--- src/rtl/sbprx_defines.vh ---
// Constants of the biphase-capable serial receive path
// Function
// [RL1] Biphase decoder runs when the biphase enable field is 1.
// [RL2] Preamble length sets expected preamble; zero turns preamble check off.
// [RL3] Input polarity swaps which transition means zero or one.
// [RL4] Preamble must match the selected pattern.
// [RL5] Single-bit delimiter mode accepts only an encoded zero as start.
// [RL6] Otherwise only a three-bit-time sync waveform is a start.
// [RL7] Start seen when line is low for a quarter bit, glitches rejected.
// [RL8] Each cell sampled at its quarter and three-quarter points.
// [RL9] Match keeps sync; mismatch drops it and waits for next edge.
// [RL10] A bit is decided after at least three quarters of a bit time.
// [RL11] After preamble and delimiter, cells become NRZ bits for the character.
// [RL12] Missing mid-cell transition sets code violation until clear command; the code sets it only in data and parity cells.
// [RL13] Sync mode stores character with sync kind: 1 command, 0 data.
// [RL14] Far side keeps delimiter waveform consistent with line idle level.
// [RL15] Synchronous mode samples on baud edges; low sample starts a character.
// [RL16] Finished character goes to holding register and sets char waiting.
// [RL17] Completion while waiting sets overrun and overwrites; clear command clears.
// [RL18] Even parity: mismatch against even count of ones flags error.
// [RL19] Odd parity: mismatch against odd count of ones flags error.
// [RL20] Mark expects 1, space expects 0; otherwise error.
// [RL21] Parity disabled: no parity bit, never a parity error.
// [RL22] Parity error flag stays until the clear command.
// [RL23] Multidrop: a high parity bit sets the parity error flag.
// [RL24] Preamble patterns: all ones, all zeros, one-zero, zero-one.
// [RL25] Command sync is 1.5 bits high then 1.5 bits low; data sync inverse.
`ifndef SBPRX_DEFINES_VH
`define SBPRX_DEFINES_VH
`define SBPRX_LINE_CONFIG_ADDR    12'h004
`define SBPRX_COMMAND_ADDR        12'h000
`define SBPRX_STATUS_ADDR         12'h014
`define SBPRX_HOLDING_ADDR        12'h018
`define SBPRX_BAUD_DIV_ADDR       12'h020
`define SBPRX_BIPHASE_CONFIG_ADDR 12'h050
`define SBPRX_CMD_CLEAR_BIT       8
`define SBPRX_CMD_RX_EN_BIT       4
`define SBPRX_CMD_RX_DIS_BIT      5
`define SBPRX_CFG_SYNC_BIT        8
`define SBPRX_CFG_PAR_LSB         9
`define SBPRX_CFG_PAR_MSB         11
`define SBPRX_CFG_SINGLE_BIT_DELIMITER_BIT      31
`define SBPRX_CFG_BIPHASE_BIT     29
`define SBPRX_CFG_RESET           32'h00000000
`define SBPRX_BIP_PL_LSB          16
`define SBPRX_BIP_PL_MSB          19
`define SBPRX_BIP_PP_LSB          24
`define SBPRX_BIP_PP_MSB          25
`define SBPRX_BIP_POL_BIT         28
`define SBPRX_BIP_RESET           32'h00000000
`define SBPRX_DIV_RESET           16'h0010
`define SBPRX_ST_RECEIVE_CHAR_WAITING_BIT        0
`define SBPRX_ST_OVR_BIT          5
`define SBPRX_ST_PAR_BIT          7
`define SBPRX_ST_CODE_VIOLATION_FLAG_BIT         24
`define SBPRX_RHR_SYNC_BIT        15
`define SBPRX_PAR_EVEN            3'h0
`define SBPRX_PAR_ODD             3'h1
`define SBPRX_PAR_SPACE           3'h2
`define SBPRX_PAR_MARK            3'h3
`define SBPRX_PAR_NONE            3'h4
`define SBPRX_PP_ONES             2'h0
`define SBPRX_PP_ZEROS            2'h1
`define SBPRX_PP_ONEZERO          2'h2
`define SBPRX_PP_ZEROONE          2'h3
`define SBPRX_DATA_BITS           4'h8
`define SBPRX_QTR_MIN             16'h0001
`endif

--- src/rtl/sbprx_receiver.v ---
// Serial receive path: biphase decoder, synchronous sampler, holding register, parity
`include "sbprx_defines.vh"
module sbprx_receiver (
    input  wire        clk,
    input  wire        rst,
    input  wire        psel,
    input  wire        penable,
    input  wire        pwrite,
    input  wire [11:0] paddr,
    input  wire [31:0] pwdata,
    output reg  [31:0] prdata,
    output reg         pready,
    output reg         pslverr,
    input  wire        serialInputLine,
    input  wire        baudClockIn,
    output reg         receiveCharWaiting
);
    localparam [2:0] S_IDLE = 3'h0, S_PRE = 3'h1, S_DELIM = 3'h2, S_DATA = 3'h3,
                     S_PAR = 3'h4, S_STOP = 3'h5;

    // Registers seen by software
    reg [31:0] lineConfigReg;
    reg [31:0] biphaseConfigReg;
    reg [15:0] baudDiv;
    reg        rxEnabled;
    reg [7:0]  receivedCharField;
    reg        receivedSyncKind;
    reg        overrunFlag;
    reg        parityErrorFlag;
    reg        codeViolationFlag;

    // Input synchronisers
    reg [1:0] lineSync;
    reg [1:0] baudSync;
    reg       baudPrev;

    // Receive engine
    reg [2:0]  state;
    reg [15:0] cellCnt;
    reg [3:0]  bitCnt;
    reg [7:0]  shiftReg;
    reg        firstHalf;
    reg        syncKind;
    reg        charDone;
    reg        doneParErr;
    reg        doneSync;
    reg [7:0]  doneChar;
    reg        violation;

    wire        biphaseOn = lineConfigReg[`SBPRX_CFG_BIPHASE_BIT];
    wire        syncMode  = lineConfigReg[`SBPRX_CFG_SYNC_BIT];
    wire        single_bit_delimiter    = lineConfigReg[`SBPRX_CFG_SINGLE_BIT_DELIMITER_BIT];
    wire [2:0]  parMode   = lineConfigReg[`SBPRX_CFG_PAR_MSB:`SBPRX_CFG_PAR_LSB];
    wire [3:0]  preLen    = biphaseConfigReg[`SBPRX_BIP_PL_MSB:`SBPRX_BIP_PL_LSB];
    wire [1:0]  prePat    = biphaseConfigReg[`SBPRX_BIP_PP_MSB:`SBPRX_BIP_PP_LSB];
    wire        inPol     = biphaseConfigReg[`SBPRX_BIP_POL_BIT];
    wire        lineIn    = lineSync[1] ^ inPol; // RL3
    wire [15:0] quarter   = (baudDiv < `SBPRX_QTR_MIN) ? `SBPRX_QTR_MIN : baudDiv;
    wire [15:0] qtr3      = quarter + quarter + quarter;
    wire [15:0] cellLen   = qtr3 + quarter;
    wire        baudRise  = baudSync[1] & ~baudPrev;
    wire        apbAccess = psel & penable;
    wire        apbWrite  = apbAccess & pwrite & pready;
    wire        clearCmd  = apbWrite && (paddr == `SBPRX_COMMAND_ADDR)
                            && pwdata[`SBPRX_CMD_CLEAR_BIT];
    wire        rhrRead   = apbAccess & ~pwrite & pready && (paddr == `SBPRX_HOLDING_ADDR);

    // Parity error for a finished character
    function parity_bad;
        input [2:0] mode;
        input [7:0] data;
        input       pbit;
        begin
            if (mode == `SBPRX_PAR_EVEN) begin
                parity_bad = pbit != ^data; // RL18
            end else if (mode == `SBPRX_PAR_ODD) begin
                parity_bad = pbit != ~^data; // RL19
            end else if (mode == `SBPRX_PAR_MARK) begin
                parity_bad = ~pbit; // RL20
            end else if (mode == `SBPRX_PAR_SPACE) begin
                parity_bad = pbit; // RL20
            end else if (mode == `SBPRX_PAR_NONE) begin
                parity_bad = 1'b0; // RL21
            end else begin
                parity_bad = pbit; // RL23
            end
        end
    endfunction

    // Expected preamble bit for a given position
    function pre_bit;
        input [1:0] pat;
        input [3:0] idx;
        begin
            if (pat == `SBPRX_PP_ONES) begin // RL24
                pre_bit = 1'b1;
            end else if (pat == `SBPRX_PP_ZEROS) begin
                pre_bit = 1'b0;
            end else if (pat == `SBPRX_PP_ONEZERO) begin
                pre_bit = ~idx[0];
            end else begin
                pre_bit = idx[0];
            end
        end
    endfunction

    // Two-flop synchronisers for the line and the baud clock
    always @(posedge clk) begin
        if (rst) begin
            lineSync <= 2'h3;
            baudSync <= 2'h0;
            baudPrev <= 1'b0;
        end else begin
            lineSync <= {lineSync[0], serialInputLine};
            baudSync <= {baudSync[0], baudClockIn};
            baudPrev <= baudSync[1];
        end
    end

    // APB slave: single-wait answer, registers and reads
    always @(posedge clk) begin
        if (rst) begin
            pready           <= 1'b0;
            pslverr          <= 1'b0;
            prdata           <= 32'h00000000;
            lineConfigReg    <= `SBPRX_CFG_RESET;
            biphaseConfigReg <= `SBPRX_BIP_RESET;
            baudDiv          <= `SBPRX_DIV_RESET;
            rxEnabled        <= 1'b0;
        end else begin
            pready  <= psel & penable & ~pready;
            pslverr <= 1'b0;
            if (psel & penable & ~pready) begin
                prdata <= 32'h00000000;
                if (paddr == `SBPRX_COMMAND_ADDR) begin
                    prdata <= 32'h00000000;
                end else if (paddr == `SBPRX_LINE_CONFIG_ADDR) begin
                    prdata <= lineConfigReg;
                end else if (paddr == `SBPRX_BIPHASE_CONFIG_ADDR) begin
                    prdata <= biphaseConfigReg;
                end else if (paddr == `SBPRX_BAUD_DIV_ADDR) begin
                    prdata <= {16'h0000, baudDiv};
                end else if (paddr == `SBPRX_STATUS_ADDR) begin
                    prdata[`SBPRX_ST_RECEIVE_CHAR_WAITING_BIT] <= receiveCharWaiting;
                    prdata[`SBPRX_ST_OVR_BIT]   <= overrunFlag;
                    prdata[`SBPRX_ST_PAR_BIT]   <= parityErrorFlag;
                    prdata[`SBPRX_ST_CODE_VIOLATION_FLAG_BIT]  <= codeViolationFlag;
                end else if (paddr == `SBPRX_HOLDING_ADDR) begin
                    prdata <= {16'h0000, receivedSyncKind, 7'h00, receivedCharField}; // RL13
                end else begin
                    pslverr <= 1'b1;
                end
            end
            if (apbWrite) begin
                if (paddr == `SBPRX_LINE_CONFIG_ADDR) begin
                    lineConfigReg <= pwdata;
                end else if (paddr == `SBPRX_BIPHASE_CONFIG_ADDR) begin
                    biphaseConfigReg <= pwdata;
                end else if (paddr == `SBPRX_BAUD_DIV_ADDR) begin
                    baudDiv <= pwdata[15:0];
                end else if (paddr == `SBPRX_COMMAND_ADDR) begin
                    if (pwdata[`SBPRX_CMD_RX_DIS_BIT]) begin
                        rxEnabled <= 1'b0;
                    end else if (pwdata[`SBPRX_CMD_RX_EN_BIT]) begin
                        rxEnabled <= 1'b1;
                    end
                end
            end
        end
    end

    // Status flags: a hardware set wins over a clear in the same cycle
    always @(posedge clk) begin
        if (rst) begin
            receiveCharWaiting <= 1'b0;
            overrunFlag        <= 1'b0;
            parityErrorFlag    <= 1'b0;
            codeViolationFlag  <= 1'b0;
            receivedCharField  <= 8'h00;
            receivedSyncKind   <= 1'b0;
        end else begin
            if (clearCmd) begin
                overrunFlag       <= 1'b0;
                parityErrorFlag   <= 1'b0;
                codeViolationFlag <= 1'b0;
            end
            if (rhrRead) begin
                receiveCharWaiting <= 1'b0;
            end
            if (violation) begin
                codeViolationFlag <= 1'b1; // RL12
            end
            if (charDone) begin
                receivedCharField  <= doneChar; // RL16
                receivedSyncKind   <= doneSync; // RL13
                receiveCharWaiting <= 1'b1; // RL16
                if (receiveCharWaiting) begin
                    overrunFlag <= 1'b1; // RL17
                end
                if (doneParErr) begin
                    parityErrorFlag <= 1'b1; // RL22
                end
            end
        end
    end

    // Receive engine: biphase cells or synchronous baud-edge samples
    always @(posedge clk) begin
        if (rst) begin
            state      <= S_IDLE;
            cellCnt    <= 16'h0000;
            bitCnt     <= 4'h0;
            shiftReg   <= 8'h00;
            firstHalf  <= 1'b0;
            syncKind   <= 1'b0;
            charDone   <= 1'b0;
            doneParErr <= 1'b0;
            doneSync   <= 1'b0;
            doneChar   <= 8'h00;
            violation  <= 1'b0;
        end else begin
            charDone  <= 1'b0;
            violation <= 1'b0;
            if (!rxEnabled) begin
                state <= S_IDLE;
            end else if (!biphaseOn) begin // RL1
                // Synchronous mode path
                if (syncMode && baudRise) begin // RL15
                    if (state == S_IDLE) begin
                        if (!lineSync[1]) begin
                            state  <= S_DATA;
                            bitCnt <= 4'h0;
                        end
                    end else if (state == S_DATA) begin
                        shiftReg <= {lineSync[1], shiftReg[7:1]};
                        bitCnt   <= bitCnt + 4'h1;
                        if (bitCnt == `SBPRX_DATA_BITS - 4'h1) begin
                            state <= (parMode == `SBPRX_PAR_NONE) ? S_STOP : S_PAR;
                        end
                    end else if (state == S_PAR) begin
                        doneParErr <= parity_bad(parMode, shiftReg, lineSync[1]);
                        state      <= S_STOP;
                    end else begin
                        if (parMode == `SBPRX_PAR_NONE) begin
                            doneParErr <= 1'b0; // RL21
                        end
                        doneChar <= shiftReg;
                        doneSync <= 1'b0;
                        charDone <= 1'b1;
                        state    <= S_IDLE;
                    end
                end
            end else begin
                // Biphase decoder
                cellCnt <= cellCnt + 16'h0001;
                case (state)
                    S_IDLE: begin
                        // Low for a quarter bit; any high sample restarts the count
                        if (lineIn) begin
                            cellCnt <= 16'h0000;
                        end else if (cellCnt == quarter - 16'h0001) begin // RL7
                            // Quarter point of the first cell reached
                            cellCnt   <= quarter;
                            bitCnt    <= 4'h0;
                            firstHalf <= 1'b0;
                            state     <= (preLen == 4'h0) ? S_DELIM : S_PRE; // RL2
                        end
                    end
                    S_PRE, S_DELIM, S_DATA, S_PAR: begin
                        if (cellCnt == quarter) begin
                            firstHalf <= lineIn; // RL8
                        end
                        if (cellCnt == qtr3) begin // RL10
                            // Decide on three-quarter sample; the bit is the first-half level
                            if (state == S_DELIM && !single_bit_delimiter && bitCnt == 4'h0) begin
                                // Sync: first cell has no mid transition
                                if (firstHalf == lineIn) begin // RL6
                                    syncKind <= firstHalf; // RL25
                                    bitCnt   <= 4'h1;
                                end else begin
                                    state <= S_IDLE; // RL9
                                end
                            end else if (state == S_DELIM && !single_bit_delimiter) begin
                                // Second cell: transition at its middle, then third cell
                                if (bitCnt == 4'h1 && firstHalf == syncKind
                                    && lineIn != syncKind) begin
                                    bitCnt <= 4'h2;
                                end else if (bitCnt == 4'h2 && firstHalf == lineIn
                                             && lineIn != syncKind) begin
                                    state  <= S_DATA; // RL11
                                    bitCnt <= 4'h0;
                                end else begin
                                    state <= S_IDLE; // RL9
                                end
                            end else if (firstHalf == lineIn) begin
                                if (state == S_DATA || state == S_PAR) begin
                                    violation <= 1'b1; // RL12
                                end
                                state <= S_IDLE; // RL9
                            end else if (state == S_PRE) begin
                                if (firstHalf != pre_bit(prePat, bitCnt)) begin // RL4
                                    state <= S_IDLE; // RL9
                                end else if (bitCnt == preLen - 4'h1) begin
                                    state  <= S_DELIM;
                                    bitCnt <= 4'h0;
                                end else begin
                                    bitCnt <= bitCnt + 4'h1;
                                end
                            end else if (state == S_DELIM) begin
                                if (!firstHalf) begin // RL5
                                    state    <= S_DATA; // RL11
                                    bitCnt   <= 4'h0;
                                    syncKind <= 1'b0;
                                end else begin
                                    state <= S_IDLE; // RL9
                                end
                            end else if (state == S_DATA) begin
                                shiftReg <= {firstHalf, shiftReg[7:1]}; // RL11
                                bitCnt   <= bitCnt + 4'h1;
                                if (bitCnt == `SBPRX_DATA_BITS - 4'h1) begin
                                    state <= (parMode == `SBPRX_PAR_NONE) ? S_STOP : S_PAR;
                                    doneParErr <= 1'b0;
                                end
                            end else begin
                                doneParErr <= parity_bad(parMode, shiftReg, firstHalf);
                                state      <= S_STOP;
                            end
                        end
                        if (cellCnt == cellLen - 16'h0001) begin
                            cellCnt <= 16'h0000;
                        end
                    end
                    default: begin
                        // Character complete
                        doneChar  <= shiftReg;
                        doneSync  <= syncKind & ~single_bit_delimiter; // RL13
                        charDone  <= 1'b1;
                        state     <= S_IDLE;
                    end
                endcase
            end
        end
    end
endmodule // sbprx_receiver

--- config.mk ---
export PLATFORM = sky130hd
export DESIGN_NAME = sbprx_receiver
export DESIGN_NICKNAME = d
export VERILOG_FILES = /design/src/rtl/sbprx_receiver.v
export VERILOG_INCLUDE_DIRS = /design/src /design/src/rtl
export SDC_FILE = /design/constraint.sdc
export NUM_CORES = 1
export LEC_CHECK = 0
export CORE_MARGIN = 2
export CORE_UTILIZATION = 40
export CTS_BUF_LIST = sky130_fd_sc_hd__clkbuf_8
export DETAILED_ROUTE_END_ITERATION = 6
export DONT_BUFFER_PORTS = 1
export GPL_ROUTABILITY_DRIVEN = 1
export PLACE_DENSITY = 0.56
export SLEW_MARGIN = 25
export SYNTH_ARGS = -nofsm -noshare
export SYNTH_HDL_FRONTEND = slang
export SYNTH_SLANG_ARGS = --single-unit
--- constraint.sdc ---
create_clock -name clk -period 6.68 [get_ports clk]
set_input_delay 1.336 -clock clk [delete_from_list [all_inputs] [get_ports clk]]
set_output_delay 1.336 -clock clk [all_outputs]
set_load 0.05 [all_outputs]
==> results.yml <==
clocking:
  cts.repair.resized: 0
  hold_buffers: 0
  cts_tree: "yes"
  htreeDepth: 4
  clk_pin_slew_ns: 0.11
  cts_buffers: 17
  post-cts-setup-buffers: 0
  cts_buffer_depth: 2
  clk_latency_ns: 0.49
  numClockSinks: 178
  clock-root-buffer: "clkbuf_8"
placement:
  dp_hpwl_um: 30100
  finalWeightedCongestion: 0.954
  port_buffers: 0
yosys:
  syn-num-nets: 1693
  synth_seq_cells: 178
  synth_edf_count: 0
  synth_area_sq_mm: 0.0120
  syn_inst: 1577
  ys_types: 88
  async_reset_ff_share_pct: 0
  synthFlopType: "dfxtp_1"
  syn_area_per_cell_sq_um: 7.60
  synth_common_cells: "nand2_1 (220), dfxtp_1 (178), a21oi_1 (169)"
  yosysSeqAreaShare_pct: 29.7
  ys_warn_count: 0
  yosysMostFrequentCell: "nand2_1"
  yosys.area.top_type: "dfxtp_1"
  synth.area.top_cells: "dfxtp_1 (30%), a21oi_1 (7.1%), nand2_1 (6.9%)"
  yosysTopAreaCellShare_pct: 29.7
worst_hold_path:
  hold_path_end: "lineSync[1]"
  hold_path.class: "reg -> reg"
  min_from: "lineSync[0]"
  whs_path_depth: 1
outcome:
  violations: "DRC"
  status: "finished with violations"
setup_path:
  cp_max_fo: 25
  arrival_ns: 6.59
  r2r_end: "cellCnt[5]"
  r2r-start: "baudDiv[15]"
  crit_start: "baudDiv[15]"
  rrSetupSlack_ns: 0.46
  critPathKind: "reg -> reg"
  setup.worst_path.start_class: "flop"
  cp_common_cell: "ha_1"
  reg2reg_depth: 26
  cp-end-kind: "flop"
  worstPathRequired_ns: 7.05
  slowest_delay_ns: 0.46
  critical_path.slowest_cell: "fa_1"
floorplanning:
  die_h_um: 177
  std_cell_rows: 63
  pin_count: 86
  die_area_sq_mm: 0.0314
  core-area_sq_mm: 0.0296
  start_util_pct: 40.6
  die_w_um: 177
power_and_ir_drop:
  power_density_mw_per_mm2: 149
  p_leak_uw: 0.00441
  peakVddDrop_uv: 147
  fin_total_pwr_uw: 1890
detailed_routing:
  drt_iter0_markers: 972
  num_vias: 11424
  wl_um: 40500
  viasPerCell: 5.99
  drc_errors: 2
  wl_per_cell_um: 21.3
  drtPass1Iterations: 7
  antenna_left: 0
timing:
  slew_headroom_pct: 25.2
  hold_viol_final: 0
  drv_slew: 0
  tightest_slew_ns: 1.09
  setup_viol: 0
  fin_worst_skew_ns: 0.0206
  max_freq_mhz: 161
  min_period_over_period_pct: 93.2
  rsz0062_at_grt: "no"
  setup_tns_ns: 0
  layout_min_cycle_time_ns: 6.22
finish:
  fin_nets: 1619
  area_growth_pct: 5.76
  drive_gt1_share_pct: 6.13
  n_antenna_cell: 0
  n_fill_cell: 3070
global_routing:
  grt_overflow: 0
  grt_start_max_net_pins: 178
  grtUsageTotal_pct: 25.7
  grt_pass1_vias: 10593
  grt_pass1_wl_um: 62300
  antenna_found_initial: 0
run:
  maxCapViolCount: 0
[kinds of logic (layout without fill, tap and decap cells)]
logic type,Yosys count,count (layout),share of synthesized area (%)
AND/OR/NAND/NOR,584,584,23.2
AO/OA/AOI/OAI,450,450,25.3
buffers and inverters,186,125,5.99
flip-flops,178,178,29.7
XOR/XNOR,81,81,6.15
adder cells (fa/ha/maj),65,65,6.85
multiplexers,33,33,2.78
[stage by stage]
step                      util [%]  cells  hold WS [ns]  area, sq um  setup WS (ns)
final                         42.9   1906         0.422        12700          0.456
after global routing          42.9   1906         0.450        12700         0.0432
after CTS                     42.7   1906         0.427        12600          0.274
after detailed placement      41.3   1874         0.399        12200          0.296
after global placement        41.3   1874         0.400        12200          0.489
after floorplan                  -   1577         0.389        12000           1.17
[sequential cells by signal (all words and copies together) (netlist names), 2 cells and up]
signal / flops
biphaseConfigReg: 32
prdata: 32
baudSync: 2
lineSync: 2
lineConfigReg: 32
cellCnt: 16
doneChar: 8
state: 3
shiftReg: 8
bitCnt: 4
baudDiv: 16
receivedCharField: 8
[area by class of cell]
cell class / count / area (sq um) / area share (%)
clock inverter: 15 / 203 / 1.60
tap: 390 / 488 / 3.85
sequential: 178 / 3560 / 28.1
multi-input combinational: 1213 / 7760 / 61.2
timing repair buffer: 21 / 158 / 1.24
clock buffer: 17 / 234 / 1.85
inverter: 72 / 270 / 2.13
[cells in the final DEF (no fill, tap or decap), types with 9 or more instances in the layout]
master     count
nand2_1      220
dfxtp_1      178
a21oi_1      169
nor2_1       134
inv_1         71
ha_1          64
xnor2_1       59
o21ai_0       47
nand3_1       45
mux2i_1       31
nor3_1        30
nand2b_1      24
a31oi_1       21
buf_4         21
o211ai_1      20
xor2_1        19
a22oi_1       19
a211oi_1      17
and3_1        17
clkbuf_8      17
nand4_1       14
nor2b_1       13
nor4_1        12
a2111oi_0     12
or3_1         12
o22ai_1       11
a21o_1        10
or2_2         10
and2_1        10
o21a_1         9
a2bb2oi_1      9
a222oi_1       9
[critical path: cells and delay by family (launching register included)]
kind            cells  cell delay (ns)
xor+xnor            2             0.48
fa+ha+maj           5             1.51
flops               1             0.34
simple gates        6             1.45
buf+inv             4             0.46
compound gates      9             1.84
[power by group]
group	switching (uW)	internal (uW)
combinational	15.6	8.30
clock	502	295
sequential	3.64	1060
[per-layer routing]
| layer | vias to the layer above | routed length, um | track usage (%) |
|---|---|---|---|
| met2 | 411 | 18400 | 40.4 |
| met5 | - | 0 | 0 |
| li1 | 5497 | - | - |
| met3 | 45 | 3370 | 6.25 |
| met4 | 0 | 847 | 7.51 |
| met1 | 5471 | 17900 | 34.9 |
[worst max-delay path by stage]
stage	to	slack, ns
2_1_floorplan	cellCnt[5]	1.17
3_3_place_gp	cellCnt[10]	0.49
3_5_place_dp	cellCnt[10]	0.30
4_1_cts	cellCnt[5]	0.27
5_1_grt	cellCnt[8]	0.04
6_report	cellCnt[5]	0.46
Power figures use the tool's default switching activity.
